$ cat src/rtl/gdf_pkg.sv
// package: constants, carriers and states of the gate drive input and fault logic
`default_nettype none
package gdf_pkg;
    localparam int unsigned CLK_HZ = 125_000_000;
    localparam int unsigned CYC_PER_MS = CLK_HZ / 1000;
    localparam int unsigned DEAD_TIME_NS = 4000;
    localparam logic [15:0] DEAD_CYC = 16'((DEAD_TIME_NS * 125 + 999) / 1000);
    localparam int unsigned SSD_TIME_NS = 2000;
    localparam logic [15:0] SSD_CYC = 16'((SSD_TIME_NS * 125 + 999) / 1000);
    localparam int unsigned PRI_REPORT_MS = 40;
    localparam int unsigned RELEASE_MS = 80;
    localparam int unsigned PRI_BLOCK_MS = 80;
    localparam int unsigned SEC_REPORT_MS = 20;
    localparam int unsigned SEC_GAP_MS = 100;
    localparam int unsigned SEC_BLOCK_MS = 70;
    localparam int unsigned SC_REPORT_MS = 10;
    localparam int unsigned SC_BLOCK_MS = 10;
    localparam int unsigned PRI_REPORT_CYC = PRI_REPORT_MS * CYC_PER_MS;
    localparam int unsigned RELEASE_CYC = RELEASE_MS * CYC_PER_MS;
    localparam int unsigned PRI_BLOCK_CYC = PRI_BLOCK_MS * CYC_PER_MS;
    localparam int unsigned SEC_REPORT_CYC = SEC_REPORT_MS * CYC_PER_MS;
    localparam int unsigned SEC_GAP_CYC = SEC_GAP_MS * CYC_PER_MS;
    localparam int unsigned SEC_BLOCK_CYC = SEC_BLOCK_MS * CYC_PER_MS;
    localparam int unsigned SC_REPORT_CYC = SC_REPORT_MS * CYC_PER_MS;
    localparam int unsigned SC_BLOCK_CYC = SC_BLOCK_MS * CYC_PER_MS;
    localparam logic HALF_BRIDGE_DEFAULT = 1'b1;

    typedef struct packed {
        logic drive_a;
        logic drive_b_en;
        logic pri_uv;
        logic [1:0] sec_uv;
        logic [1:0] short_circuit;
    } gdf_pins_t;

    typedef enum logic [2:0] {S_IDLE, S_REPORT, S_GAP, S_PERSIST, S_RELEASE} gdf_seq_state_t;
endpackage
`default_nettype wire

$ cat src/rtl/gdf_core.sv
// gate drive input processing, dead time and fault handling for two channels
`timescale 1ns/100ps
`default_nettype none
module gdf_core #(
    parameter bit HALF_BRIDGE = gdf_pkg::HALF_BRIDGE_DEFAULT,
    parameter int unsigned PRI_REPORT_CYC = gdf_pkg::PRI_REPORT_CYC,
    parameter int unsigned RELEASE_CYC = gdf_pkg::RELEASE_CYC,
    parameter int unsigned PRI_BLOCK_CYC = gdf_pkg::PRI_BLOCK_CYC,
    parameter int unsigned SEC_REPORT_CYC = gdf_pkg::SEC_REPORT_CYC,
    parameter int unsigned SEC_GAP_CYC = gdf_pkg::SEC_GAP_CYC,
    parameter int unsigned SEC_BLOCK_CYC = gdf_pkg::SEC_BLOCK_CYC,
    parameter int unsigned SC_REPORT_CYC = gdf_pkg::SC_REPORT_CYC,
    parameter int unsigned SC_BLOCK_CYC = gdf_pkg::SC_BLOCK_CYC
) (
    input wire logic clk_sys,
    input wire logic nrst,
    input wire logic drive_input_a,
    input wire logic drive_input_b_enable,
    input wire logic pri_undervoltage,
    input wire logic sec_undervoltage_a,
    input wire logic sec_undervoltage_b,
    input wire logic short_circuit_a,
    input wire logic short_circuit_b,
    output logic gate_on_a,
    output logic gate_off_a,
    output logic gate_on_b,
    output logic gate_off_b,
    output logic soft_shutdown_a,
    output logic soft_shutdown_b,
    output logic off_at_zero_a,
    output logic off_at_zero_b,
    output logic fault_out_a,
    output logic fault_out_a_oen,
    output logic fault_out_b,
    output logic fault_out_b_oen
);
    gdf_pkg::gdf_pins_t pins_raw;
    gdf_pkg::gdf_pins_t pins_meta;
    gdf_pkg::gdf_pins_t pins;
    logic in_a_prev;
    logic [15:0] dt_cnt;
    logic toggle;
    logic settled;
    logic [1:0] cmd;
    logic pri_start;
    logic pri_low;
    logic pri_blk;
    logic hard_off;
    logic [1:0] uv_start;
    logic [1:0] uv_low;
    logic [1:0] uv_blk;
    logic [1:0] sc_start;
    logic [1:0] sc_low;
    logic [1:0] sc_blk;
    logic [1:0] gon;
    logic [1:0] goff;
    logic [1:0] soft_shutdown;
    logic [1:0] zero;
    logic [15:0] ssd_cnt [2];

    ////////////////////////////////////////////////////////////////////////////
    // every pin input passes two flip-flops before use
    assign pins_raw = '{drive_a: drive_input_a, drive_b_en: drive_input_b_enable,
                        pri_uv: pri_undervoltage,
                        sec_uv: {sec_undervoltage_b, sec_undervoltage_a},
                        short_circuit: {short_circuit_b, short_circuit_a}};

    always_ff @(posedge clk_sys) begin
        if (!nrst) begin
            pins_meta <= '0;
            pins <= '0;
        end else begin
            pins_meta <= pins_raw;
            pins <= pins_meta;
        end
    end

    ////////////////////////////////////////////////////////////////////////////
    // dead time: count restarts on enable low and on every control edge
    assign toggle = pins.drive_a != in_a_prev;
    assign settled = pins.drive_b_en && (dt_cnt == gdf_pkg::DEAD_CYC) && !toggle;

    always_ff @(posedge clk_sys) begin
        if (!nrst) begin
            in_a_prev <= 1'b0;
            dt_cnt <= 16'h0;
        end else begin
            in_a_prev <= pins.drive_a;
            if (!HALF_BRIDGE || !pins.drive_b_en || toggle) begin
                dt_cnt <= 16'h0;
            end else if (dt_cnt != gdf_pkg::DEAD_CYC) begin
                dt_cnt <= dt_cnt + 16'h1;
            end
        end
    end

    // mode is a build-time setting with no pin behind it
    always_comb begin
        if (HALF_BRIDGE) begin
            cmd[0] = settled && pins.drive_a;
            cmd[1] = settled && !pins.drive_a;
        end else begin
            cmd[0] = pins.drive_a;
            cmd[1] = pins.drive_b_en;
        end
    end

    ////////////////////////////////////////////////////////////////////////////
    gdf_fault_seq #(
        .REPORT_CYC(PRI_REPORT_CYC),
        .GAP_CYC(0),
        .RELEASE_CYC(RELEASE_CYC),
        .BLOCK_CYC(PRI_BLOCK_CYC),
        .PERSIST(1'b1)
    ) u_pri (
        .clk_sys(clk_sys),
        .nrst(nrst),
        .fault(pins.pri_uv),
        .start(pri_start),
        .report_low(pri_low),
        .blocking(pri_blk)
    );

    for (genvar i = 0; i < 2; i++) begin : g_chan
        gdf_fault_seq #(
            .REPORT_CYC(SEC_REPORT_CYC),
            .GAP_CYC(SEC_GAP_CYC),
            .RELEASE_CYC(RELEASE_CYC),
            .BLOCK_CYC(SEC_BLOCK_CYC),
            .PERSIST(1'b1)
        ) u_uv (
            .clk_sys(clk_sys),
            .nrst(nrst),
            .fault(pins.sec_uv[i]),
            .start(uv_start[i]),
            .report_low(uv_low[i]),
            .blocking(uv_blk[i])
        );

        gdf_fault_seq #(
            .REPORT_CYC(SC_REPORT_CYC),
            .GAP_CYC(0),
            .RELEASE_CYC(RELEASE_CYC),
            .BLOCK_CYC(SC_BLOCK_CYC),
            .PERSIST(1'b0)
        ) u_sc (
            .clk_sys(clk_sys),
            .nrst(nrst),
            .fault(pins.short_circuit[i]),
            .start(sc_start[i]),
            .report_low(sc_low[i]),
            .blocking(sc_blk[i])
        );
    end

    assign hard_off = pins.pri_uv || pri_blk;

    ////////////////////////////////////////////////////////////////////////////
    // gate stage: primary fault cuts hard, a secondary fault that starts a report goes through soft shutdown, one that only blocks cuts hard
    always_ff @(posedge clk_sys) begin
        if (!nrst) begin
            gon <= 2'b00;
            goff <= 2'b11;
            soft_shutdown <= 2'b00;
            zero <= 2'b00;
            ssd_cnt[0] <= 16'h0;
            ssd_cnt[1] <= 16'h0;
        end else begin
            for (int i = 0; i < 2; i++) begin
                if (hard_off) begin
                    gon[i] <= 1'b0;
                    goff[i] <= 1'b1;
                    soft_shutdown[i] <= 1'b0;
                    zero[i] <= 1'b0;
                    ssd_cnt[i] <= 16'h0;
                end else if (uv_start[i] || sc_start[i] || ssd_cnt[i] != 16'h0) begin
                    gon[i] <= 1'b0;
                    goff[i] <= 1'b0;
                    soft_shutdown[i] <= 1'b1;
                    zero[i] <= 1'b0;
                    if (uv_start[i] || sc_start[i]) begin
                        ssd_cnt[i] <= gdf_pkg::SSD_CYC - 16'h1;
                    end else begin
                        ssd_cnt[i] <= ssd_cnt[i] - 16'h1;
                    end
                end else if (uv_blk[i] || sc_blk[i]) begin
                    gon[i] <= 1'b0;
                    goff[i] <= 1'b1;
                    soft_shutdown[i] <= 1'b0;
                    zero[i] <= uv_blk[i] && !sc_blk[i];
                end else begin
                    gon[i] <= cmd[i];
                    goff[i] <= !cmd[i];
                    soft_shutdown[i] <= 1'b0;
                    zero[i] <= 1'b0;
                end
            end
        end
    end

    assign gate_on_a = gon[0];
    assign gate_off_a = goff[0];
    assign gate_on_b = gon[1];
    assign gate_off_b = goff[1];
    assign soft_shutdown_a = soft_shutdown[0];
    assign soft_shutdown_b = soft_shutdown[1];
    assign off_at_zero_a = zero[0];
    assign off_at_zero_b = zero[1];

    ////////////////////////////////////////////////////////////////////////////
    // open-drain status: enable low pulls the line to ground, pin value stays 0
    always_ff @(posedge clk_sys) begin
        if (!nrst) begin
            fault_out_a <= 1'b0;
            fault_out_b <= 1'b0;
            fault_out_a_oen <= 1'b1;
            fault_out_b_oen <= 1'b1;
        end else begin
            fault_out_a <= 1'b0;
            fault_out_b <= 1'b0;
            fault_out_a_oen <= !(pri_low || uv_low[0] || sc_low[0]);
            fault_out_b_oen <= !(pri_low || uv_low[1] || sc_low[1]);
        end
    end
endmodule
`default_nettype wire

$ cat src/rtl/gdf_fault_seq.sv
// fault report and input blocking sequencer for one fault source
`timescale 1ns/100ps
`default_nettype none
module gdf_fault_seq #(
    parameter int unsigned REPORT_CYC = gdf_pkg::SC_REPORT_CYC,
    parameter int unsigned GAP_CYC = 0,
    parameter int unsigned RELEASE_CYC = gdf_pkg::RELEASE_CYC,
    parameter int unsigned BLOCK_CYC = gdf_pkg::SC_BLOCK_CYC,
    parameter bit PERSIST = 1'b0
) (
    input wire logic clk_sys,
    input wire logic nrst,
    input wire logic fault,
    output logic start,
    output logic report_low,
    output logic blocking
);
    gdf_pkg::gdf_seq_state_t state;
    logic [31:0] cnt;
    logic [31:0] bcnt;
    logic fault_q;

    always_ff @(posedge clk_sys) begin
        if (!nrst) begin
            fault_q <= 1'b0;
        end else begin
            fault_q <= fault;
        end
    end

    assign start = (state == gdf_pkg::S_IDLE) && fault && !fault_q;
    assign report_low = (state == gdf_pkg::S_REPORT) || (state == gdf_pkg::S_PERSIST) ||
                        (state == gdf_pkg::S_RELEASE);

    ////////////////////////////////////////////////////////////////////////////
    always_ff @(posedge clk_sys) begin
        if (!nrst) begin
            state <= gdf_pkg::S_IDLE;
            cnt <= 32'h0;
        end else begin
            unique case (state)
                gdf_pkg::S_IDLE: begin
                    cnt <= 32'h0;
                    if (start) begin
                        state <= gdf_pkg::S_REPORT;
                    end
                end
                gdf_pkg::S_REPORT: begin
                    if (cnt == REPORT_CYC - 1) begin
                        cnt <= 32'h0;
                        if (GAP_CYC != 0) begin
                            state <= gdf_pkg::S_GAP;
                        end else if (PERSIST && fault) begin
                            state <= gdf_pkg::S_PERSIST;
                        end else begin
                            state <= gdf_pkg::S_IDLE;
                        end
                    end else begin
                        cnt <= cnt + 32'h1;
                    end
                end
                gdf_pkg::S_GAP: begin
                    if (cnt == GAP_CYC - 1) begin
                        cnt <= 32'h0;
                        state <= (PERSIST && fault) ? gdf_pkg::S_PERSIST : gdf_pkg::S_IDLE;
                    end else begin
                        cnt <= cnt + 32'h1;
                    end
                end
                gdf_pkg::S_PERSIST: begin
                    cnt <= 32'h0;
                    if (!fault) begin
                        state <= gdf_pkg::S_RELEASE;
                    end
                end
                gdf_pkg::S_RELEASE: begin
                    if (cnt == RELEASE_CYC - 1) begin
                        cnt <= 32'h0;
                        state <= gdf_pkg::S_IDLE;
                    end else begin
                        cnt <= cnt + 32'h1;
                    end
                end
                default: begin
                    state <= gdf_pkg::S_IDLE;
                end
            endcase
        end
    end

    ////////////////////////////////////////////////////////////////////////////
    // blocking lasts while the fault stands and a fixed time after it clears
    always_ff @(posedge clk_sys) begin
        if (!nrst) begin
            blocking <= 1'b0;
            bcnt <= 32'h0;
        end else if (fault) begin
            blocking <= 1'b1;
            bcnt <= 32'h0;
        end else if (blocking) begin
            if (bcnt == BLOCK_CYC - 1) begin
                blocking <= 1'b0;
            end
            bcnt <= bcnt + 32'h1;
        end
    end
endmodule
`default_nettype wire

$ cat config.mk
export PLATFORM = sky130hd
export DESIGN_NAME = gdf_core
export DESIGN_NICKNAME = d
export VERILOG_FILES = /design/src/rtl/gdf_pkg.sv /design/src/rtl/gdf_core.sv /design/src/rtl/gdf_fault_seq.sv
export SDC_FILE = /design/constraint.sdc
export NUM_CORES = 1
export LEC_CHECK = 0
export BUFFER_PORTS_ARGS = -buffer_cell sky130_fd_sc_hd__buf_2
export CAP_MARGIN = 20
export CORE_MARGIN = 4
export CORE_UTILIZATION = 45
export DETAILED_ROUTE_END_ITERATION = 8
export PLACE_DENSITY = 0.58
export SETUP_SLACK_MARGIN = 0.05
export SLEW_MARGIN = 5
export SYNTH_ARGS = -nofsm -noshare
export SYNTH_HDL_FRONTEND = slang
export SYNTH_SLANG_ARGS = --single-unit
$ cat constraint.sdc
create_clock -name clk_sys -period 2.3 [get_ports clk_sys]
set_input_delay 0.345 -clock clk_sys [delete_from_list [all_inputs] [get_ports clk_sys]]
set_output_delay 0.345 -clock clk_sys [all_outputs]
set_load 0.05 [all_outputs]
-- Yosys cells after proc, flatten, opt, wreduce, memory -nomap -nowiden
Memories as Yosys holds them, arrays and structs flattened.
Cells that the tools add are included.
- register bits after elaboration: 386
- bits in latches: 0
- bits in writable memories: 32
- ROM bits: 0
- bits of input ports: 9
- output and inout bits: 12
- memories kept: 1
- memories (memory ; words ; bits a word ; read ports ; clocked after memory_dff ; wr ports ; RTL line ; RTL):
    ssd_cnt ; 2 ; 16 ; 2 ; 0 ; 2 ; gdf_core.sv:59 ; logic [15:0] ssd_cnt [2];
- add/subtract/negate cells: 13
- multipliers: 0
- div/mod/pow operators: 0
- order comparisons: 0
- equal/unequal tests: 68
- shifts and indexed selects: 0
- multiplexer cells: 104
- bitwise gates (word level): 9
- reductions and logical operators: 85
- operator list (operator ; count):
    32-bit one-hot mux with 4 select lines ; 5
    32-bit 2-to-1 mux ; 15
    32-bit by 1-bit adder with 32-bit output (second input constant) ; 10
    32-bit by 24-bit == test with 1-bit output (second input constant) ; 10
    32-bit by 21-bit == test with 1-bit output (second input constant) ; 4
    32-bit == test (second input constant) ; 3
    16-bit 2-to-1 mux ; 6
    3-bit 2-to-1 mux ; 25
    3-bit one-hot mux with 5 select lines ; 5
    32-bit by 22-bit == test with 1-bit output (second input constant) ; 2
    1-bit 2-to-1 mux ; 45
    32-bit by 23-bit == test with 1-bit output (second input constant) ; 1
    2-bit inequality test (second input constant) ; 16
    16-bit nonzero test ; 2
    16-bit by 1-bit subtractor with 16-bit output (second input constant) ; 2
    3-bit by 2-bit == test with 1-bit output (second input constant) ; 10
    5-bit AND reduction ; 5
    2-bit OR reduction ; 12
    1-bit logical OR ; 22
    4-bit nonzero test ; 5
    2-bit by 1-bit inequality test with 1-bit output (second input constant) ; 9
    16-bit by 1-bit adder with 16-bit output (second input constant) ; 1
    16-bit by 9-bit == test with 1-bit output (second input constant) ; 1
    1-bit logical AND ; 16
    10 further kinds ; 47

-- Depth between registers and ports, before layout
Gate-level depths: netlist of run 1.
- depth in word-level cells: 11
- depth in mapped cells: 10

-- By module
Synthesis of run 1 repeated with hierarchy kept, for this count alone.
- cell total of the unflattened synthesis: 2435
- area, all modules: 20378.3 µm²
- modules (own cells, without submodules) (module ; instances ; cells an instance ; area each (µm²) ; sequential area each (µm²)):
    gdf_fault_seq at g_chan[0].u_uv ... ; 2 ; 462 ; 3567.2 ; 1381.3
    gdf_fault_seq at g_chan[0].u_sc ... ; 2 ; 377 ; 3219.3 ; 1341.3
    gdf_fault_seq at u_pri ; 1 ; 442 ; 3498.4 ; 1381.3
    gdf_core ; 1 ; 315 ; 3306.9 ; 1781.7

-- Least setup slack after synthesis of run 1
OpenSTA, ideal clock, no wires.
- kind: reg2reg
- start point: memory ssd_cnt[1][8]
- end point: memory ssd_cnt[1][0], enable pin
- setup time: 0.291 ns
- arrival time: 2.195 ns
- data required time: 2.009 ns
- setup slack: -0.186 ns
- cell stages (with the launch flop): 6
- path buffers: 0
- clock period less this slack: 2.486 ns
- cell sequence: edfxtp_1 > or4_1 > nor4_1 > nor4b_1 > nand2b_1 > or2_2
- RTL lines (element ; RTL line):
    from (decl) ; gdf_core.sv:59

-- Worst setup path after layout of run 1
- start point: register g_chan[0].u_uv.cnt[26]
- end point: register g_chan[0].u_uv.cnt[28]
- word-level cells in the longest chain between the ends: 3
- elaborated cells between the ends (all ways): 8
- RTL lines (element ; RTL line ; RTL):
    from (decl) ; gdf_fault_seq.sv:19 ; logic [31:0] cnt;
    from (signal assigned) ; gdf_fault_seq.sv:59 ; cnt <= cnt + 32'h1;
    from (signal assigned) ; gdf_fault_seq.sv:67 ; cnt <= cnt + 32'h1;
    from (signal assigned) ; gdf_fault_seq.sv:81 ; cnt <= cnt + 32'h1;
    32-bit by 1-bit adder with 32-bit output, or another cell as far along ; gdf_fault_seq.sv:59, gdf_fault_seq.sv:67, gdf_fault_seq.sv:81 ;
    32-bit 2-to-1 mux (on tied branches) ; gdf_fault_seq.sv:77, gdf_fault_seq.sv:49, gdf_fault_seq.sv:63 ;
    32-bit one-hot mux with 4 select lines * ; gdf_fault_seq.sv:41 ; unique case (state)
Every way passes the cells marked *; elsewhere a longest branch is shown, timed or not.
A chain may end at the register's enable or synchronous reset.

==> results of run 1 <==
synth_stat cells (14+ instances only):
cell type / instances / area [um^2]
edfxtp_1: 32 / 961
clkbuf_1: 74 / 278
nand3_1: 162 / 811
nor4_1: 69 / 432
nand2_1: 197 / 739
a31oi_1: 14 / 87.6
a21oi_1: 78 / 390
nor2_1: 359 / 1350
nor3_1: 69 / 345
and3_1: 62 / 388
dfxtp_1: 382 / 7650
o21ai_0: 100 / 500
buf_2: 19 / 95.1
inv_1: 66 / 248
or3_1: 57 / 357
nand4_1: 110 / 688
xnor2_1: 119 / 1040
nor4b_1: 22 / 193
ha_1: 16 / 200
a211oi_1: 34 / 255
or4_1: 21 / 158
xor2_1: 117 / 1020
and2_1: 41 / 257
and4_1: 32 / 280
placed cells by master, fill, tap and decap left out, types with 8 or more instances in the layout:
master,netlist,layout
dfxtp_1,382,365
nor2_1,359,355
buf_4,2,195
nand2_1,197,192
nand3_1,162,158
xnor2_1,119,119
xor2_1,117,117
nand4_1,110,110
o21ai_0,100,79
a21oi_1,78,72
inv_1,66,66
nor3_1,69,66
and3_1,62,59
nor4_1,69,56
or3_1,57,54
clkbuf_16,0,48
and2_1,41,40
a211oi_1,34,32
edfxtp_1,32,32
and4_1,32,30
o21ai_1,4,21
nor4b_1,22,17
buf_2,19,17
or4_1,21,15
buf_6,1,15
ha_1,16,14
dfxtp_2,0,14
o211ai_1,13,13
clkbuf_1,74,13
nor4_2,3,12
a31oi_1,14,9
or4_4,2,8
or2_2,9,8
a21o_1,9,8
o31ai_1,10,8
through the flow:
step                utilization [%]  total power, mW  cells  hold slack, ns
floorplan                         -             8.99   2445           0.412
global placement               50.0             9.46   3136           0.416
detailed placement             50.0             9.49   3136           0.421
CTS                            54.0             16.9   3237         0.00678
global route                   55.6             17.6   3256          0.0201
finish                         55.6             16.8   3256          0.0499
cell families after synthesis:
| kind of cell | after synthesis | synth area share [%] |
|---|---|---|
| AOI/OAI and AO/OA | 338 | 10.7 |
| xor gates and xnor gates | 236 | 10.2 |
| adders and majority gates | 16 | 0.986 |
| buffers and inverters | 169 | 3.32 |
| DFF | 414 | 42.4 |
| muxes | 7 | 0.345 |
| other | 1 | 0.0185 |
| and+or+nand+nor | 1263 | 32.0 |
power groups by stage:
stage | clock (mW) | sequential (mW) | combinational [mW]
after floorplan | 0 | 7.94 | 1.05
after global placement | 0 | 7.91 | 1.55
after detailed placement | 0 | 7.92 | 1.57
after CTS | 7.51 | 7.77 | 1.61
after global routing | 7.81 | 7.82 | 1.96
final | 7.28 | 7.79 | 1.77
sequential cells by signal, indices dropped and copies added (netlist names), 3 cells and up:
signal / cells
dt_cnt: 16
g_chan.u_sc.bcnt: 64
g_chan.u_sc.cnt: 64
g_chan.u_uv.bcnt: 64
g_chan.u_uv.cnt: 64
g_chan.u_uv.state: 6
pins: 7
pins_meta: 7
ssd_cnt: 32
u_pri.bcnt: 32
u_pri.cnt: 32
u_pri.state: 3
path summary, 6_finish.rpt:
| kind | from | end | slack, ns | cells after the start |
|---|---|---|---|---|
| max reg2reg | g_chan[0].u_uv.cnt[26] | g_chan[0].u_uv.cnt[28] | -0.01 | 8 |
| min | short_circuit_b | pins_meta[1] | 0.05 | 2 |
| max | g_chan[0].u_uv.cnt[26] | g_chan[0].u_uv.cnt[28] | -0.01 | 8 |
| min reg2reg | pins_meta[4] | pins[4] | 0.43 | 1 |
repair_timing:
| action | CTS | global route |
|---|---|---|
| hold endpoints to repair | 5 | 0 |
| resized for setup | 29 | 140 |
| pin swaps | 20 | 50 |
| setup endpoints to repair | 84 | 174 |
| cloned | 4 | 4 |
| buffers inserted | 9 | 16 |
| hold buffers | 5 | 0 |
routing by layer:
metal	track usage, %	vias up	wire length (um)	part of all wire (%)
met5	0	-	0	0
met4	5.23	0	973	2.0
met3	3.30	91	2000	4.0
met2	32.8	331	22900	46
met1	27.1	8660	23400	48
li1	-	9179	-	-
final cells by class:
type,count,area [um^2]
Tap cell,592,741
Sequential cell,414,8640
Multi-Input combinational cell,1865,11700
Fill cell,4077,19700
Clock buffer,68,1350
Inverter,66,248
Clock inverter,15,148
Timing Repair Buffer,236,1850
==> impl_metrics.env, run 1 <==
export IMPL_path_max_fanout=6
export IMPL_hp_class="in -> reg"
export IMPL_synth_cell_type_count=80
export IMPL_ys_ff_latch=414
export IMPL_maxSlewViolCount=0
export IMPL_root_buffer="clkbuf_16"
export IMPL_first_pass_iters=5
export IMPL_sw_frac_of_total_pct=24.9
export IMPL_finalSetupViolations=2
export IMPL_ys_dominant_reg_cell="dfxtp_1"
export IMPL_start_util_pct=45.7
export IMPL_placement_io_buffers=18
export IMPL_htreeDepth=2
export IMPL_postRouteAntennaNets=0
export IMPL_track_usage_pct=19.9
export IMPL_die_area_mm2=0.0486
export IMPL_cts_buffers=46
export IMPL_violations="negative setup slack"
export IMPL_hpwlAfterDp_um=33100
export IMPL_fin_skew_ns=0.0234
export IMPL_path_buf_inv=2
export IMPL_period_minus_slack_ns=2.31
export IMPL_synthArstFlopShare_pct=0
export IMPL_avgRoutedWirePerCell_um=15.1
export IMPL_rows=77
export IMPL_final_cell_area_mm2=0.0247
export IMPL_num_vias=18300
export IMPL_gp_congestion=0.855
export IMPL_clk_path_buf_depth=3
export IMPL_power_density_mw_per_mm2=682
export IMPL_critical_path_arrival_ns=2.78
export IMPL_fmax_ghz=0.433
export IMPL_drtIter0Drc=1262
export IMPL_max_stage_delay_ns=0.54
export IMPL_drv_cap=0
export IMPL_status="finished, violations left"
export IMPL_routed_via_density=5.61
export IMPL_fin_ws_ns=-0.00955
export IMPL_grt_pass1_wl_um=82400
export IMPL_antenna_found_initial=1
export IMPL_pwr_share_comb_pct=10.5
export IMPL_rsz0062_at_grt="yes"
export IMPL_setup_worst_path_class="reg -> reg"
export IMPL_core_area_mm2=0.0444
export IMPL_grt_pass1_vias=17200
export IMPL_fin_setup_tns_ns=-0.0178
export IMPL_cpLargestDelayFamily="simple AND/OR/NAND/NOR gates"
export IMPL_cts_tree="done"
export IMPL_avgSynthCellArea_um2=8.30
export IMPL_cp_cell_sequence="or4_4 > nor4b_4 > a41oi_2 > a311oi_2 > buf_4 > buf_6 > a21oi_2 > a21o_1"
export IMPL_pwr_share_seq_pct=46.3
export IMPL_critPathRequiredTime_ns=2.77
export IMPL_nets=2654
export IMPL_relSlewSlack_pct=44.3
export IMPL_chipHeight_um=220
export IMPL_tightest_slew_ns=0.832
export IMPL_place_area_mm2=0.0222
export IMPL_power_leakage_nw=8.40
export IMPL_start_kind="flip-flop"
export IMPL_hold_violations=0
export IMPL_clkTransAtPathRegs_ns=0.06
export IMPL_layout_drive_gt1_share_pct=16.4
export IMPL_postSynthCellCount=2444
export IMPL_clock_sinks=414
export IMPL_period_share_pct=100
export IMPL_grt_max_degree=80
export IMPL_seq_area_frac_synth_pct=42.4
export IMPL_die_w_um=220
export IMPL_clock_latency_ns=0.59
export IMPL_ir_drop_v=0.000599
export IMPL_intPower_mw=12.6
export IMPL_totalWireLength_um=49300
export IMPL_cp_slowest_cell="or4_4"
export IMPL_worst_setup_path_end_kind="flip-flop"
export IMPL_power_switching_mw=4.20
export IMPL_grt_overflow=0
export IMPL_ios=21
export IMPL_syn_to_final_growth_pct=21.6
export IMPL_preCtsSetupSlack_ns=-0.0327
export IMPL_syn_cell_area_mm2=0.0203
export IMPL_p_clk_share_pct=43.2
export IMPL_ys_warn_count=0
export IMPL_antenna_cells=0
export IMPL_synth_edf_count=32
export IMPL_drc_errors=0
No activity file was read; power rests on OpenSTA's default activity.
==> inputs of run 2 (changes only) <==
--- a/config.mk
+++ b/config.mk
@@ -7,12 +7,13 @@
 export LEC_CHECK = 0
 export BUFFER_PORTS_ARGS = -buffer_cell sky130_fd_sc_hd__buf_2
 export CAP_MARGIN = 20
+export CORE_ASPECT_RATIO = 0.8
 export CORE_MARGIN = 4
 export CORE_UTILIZATION = 45
 export DETAILED_ROUTE_END_ITERATION = 8
 export PLACE_DENSITY = 0.58
 export SETUP_SLACK_MARGIN = 0.05
-export SLEW_MARGIN = 5
+export SLEW_MARGIN = 30
 export SYNTH_ARGS = -nofsm -noshare
 export SYNTH_HDL_FRONTEND = slang
 export SYNTH_SLANG_ARGS = --single-unit
==> impl_metrics.env, run 2 (synthesis gave the netlist of run 1 again) <==
export IMPL_fin_skew_ns=0.0142
export IMPL_drtIter0Drc=1067
export IMPL_setup_worst_path_class="reg -> reg"
export IMPL_grt_busiest_layer="met2"
export IMPL_grtUsageMet1_pct=29.8
export IMPL_drv_cap=0
export IMPL_start_util_pct=45.6
export IMPL_drc_errors=0
export IMPL_rr_startpoint="g_chan[1].u_uv.cnt[0]"
export IMPL_path_max_fanout=7
export IMPL_gp_congestion=0.867
export IMPL_r2r_cells=9
export IMPL_num_vias=18200
export IMPL_hp_class="in -> reg"
export IMPL_layout_commonest_cell="dfxtp_1"
export IMPL_track_usage_pct=20.1
export IMPL_start_kind="flip-flop"
export IMPL_hold_violations=0
export IMPL_period_share_pct=101
export IMPL_cts_buffers=44
export IMPL_antenna_found_initial=0
export IMPL_r2r_end="g_chan[1].u_uv.state[0]"
export IMPL_hpwlAfterDp_um=34100
export IMPL_avgRoutedWirePerCell_um=15.5
export IMPL_grtUsageMet2_pct=31.1
export IMPL_power_density_mw_per_mm2=687
export IMPL_routed_via_density=5.56
export IMPL_final_cell_area_mm2=0.0248
export IMPL_power_leakage_nw=8.56
export IMPL_antenna_cells=0
export IMPL_fin_hold_ws_ns=0.0377
export IMPL_grt_pass1_vias=17000
export IMPL_power_switching_mw=4.29
export IMPL_pwr_share_comb_pct=10.9
export IMPL_place_area_mm2=0.0223
export IMPL_clock_sinks=414
export IMPL_hp_start="drive_input_a"
export IMPL_grt_max_degree=66
export IMPL_fmax_ghz=0.431
export IMPL_die_w_um=245
export IMPL_pwr_share_seq_pct=45.6
export IMPL_nFillCells=4076
export IMPL_die_area_mm2=0.0486
export IMPL_critPathLaunch="g_chan[1].u_uv.cnt[0]"
export IMPL_worst_r2r_setup_slack_ns=-0.02
export IMPL_totalWireLength_um=50800
export IMPL_syn_to_final_growth_pct=22.3
export IMPL_first_pass_iters=7
export IMPL_clkTransAtPathRegs_ns=0.06
export IMPL_postRouteAntennaNets=0
export IMPL_grt_met3_usage_pct=3.13
export IMPL_sw_frac_of_total_pct=25.1
export IMPL_critPathRequiredTime_ns=2.75
export IMPL_p_clk_share_pct=43.5
export IMPL_critical_path_arrival_ns=2.77
export IMPL_fin_setup_tns_ns=-0.0346
export IMPL_core_area_mm2=0.0445
export IMPL_cts_tree="done"
export IMPL_layout_drive_gt1_share_pct=16.3
export IMPL_grt_overflow=0
export IMPL_clk_path_buf_depth=3
export IMPL_nets=2665
export IMPL_tightest_slew_ns=0.814
export IMPL_intPower_mw=12.8
export IMPL_violations="negative setup slack"
export IMPL_finalSetupViolations=5
export IMPL_relSlewSlack_pct=45.7
export IMPL_rows=69
export IMPL_clock_latency_ns=0.56
export IMPL_status="finished, violations left"
export IMPL_ios=21
export IMPL_cp_endpoint="g_chan[1].u_uv.state[0]"
export IMPL_ir_drop_v=0.000585
export IMPL_worst_setup_path_end_kind="flip-flop"
export IMPL_rsz0062_at_grt="yes"
export IMPL_grt_pass1_wl_um=84400
export IMPL_root_buffer="clkbuf_16"
export IMPL_maxSlewViolCount=0
export IMPL_chipHeight_um=198
export IMPL_placement_io_buffers=18
export IMPL_period_minus_slack_ns=2.32
export IMPL_htreeDepth=2
export IMPL_layout_common_cells="dfxtp_1, nor2_1, buf_4, nand2_1, nand3_1"
export IMPL_power_total_mw=17.0
export IMPL_fin_ws_ns=-0.0192
[run 2: cell count changes in the layout (fill, tap and decap cells not counted), moves of 4 or more]
cell / delta
dfxtp_1: +10
clkbuf_1: -9
clkinv_2: +9
dfxtp_2: -9
o21ai_0: +9
o21ai_1: -6
clkbuf_8: -5
o311ai_0: +5
bufinv_16: +4
nand3_1: -4
o311ai_2: -4
[run 2: timing repair]
item / CTS / global route
resized for setup: 45 / 87
setup endpoints to repair: 117 / 177
gates cloned: 7 / 4
pin swaps: 25 / 19
endpoints found under the hold margin: 5 / 1
hold buffers: 5 / 1
buffers inserted: 13 / 7
[run 2: power by group through the flow]
stage / Clock [mW] / Sequential [mW] / Combinational, mW
final: 7.42 / 7.78 / 1.85
after global routing: 7.93 / 7.79 / 2.04
after CTS: 7.64 / 7.76 / 1.74
after detailed placement: 0 / 7.91 / 1.61
after global placement: 0 / 7.89 / 1.61
after floorplan: 0 / 7.94 / 1.05
[run 2: metal layers]
metal / wire, um / vias to the layer above
li1: - / 9199
met1: 25800 / 8607
met2: 21700 / 341
met3: 2320 / 77
met4: 881 / 0
met5: 0 / -
[run 2: worst min path at each step]
stage	end	slack (ns)	cells past startpoint
after floorplan	pins[0]	0.41	1
after global placement	pins[6]	0.43	1
after detailed placement	pins[6]	0.44	1
after CTS	pins_meta[3]	0.0009	2
after global routing	pins_meta[6]	0.03	2
final	pins_meta[6]	0.04	2
[run 2: worst max-delay path, stage by stage (launching register included)]
cell and delay, ns:
dfxtp_4 0.35, ha_4 0.14, nand4_4 0.09, or4_4 0.55, o31ai_4 0.25, buf_6 0.16
buf_6 0.10, o21ai_4 0.08, or2_4 0.30, a31o_2 0.20
[run 2: metrics by stage]
| stage | cells | util, % | setup slack, ns |
|---|---|---|---|
| floorplan | 2445 | - | -0.0124 |
| global placement | 3160 | 50.2 | -0.0659 |
| detailed placement | 3160 | 50.2 | -0.117 |
| CTS | 3266 | 54.6 | -0.0458 |
| global route | 3278 | 55.8 | -0.117 |
| finish | 3278 | 55.8 | -0.0192 |
[run 2: final cells by class]
cell class	instances	area (um^2)	share of cell area, %
multi-input combinational	1866	11600	46.9
sequential	414	8620	34.7
timing repair buffer	248	2050	8.26
clock buffer	51	1170	4.71
tap	603	754	3.04
clock inverter	30	337	1.36
inverter	66	248	0.998
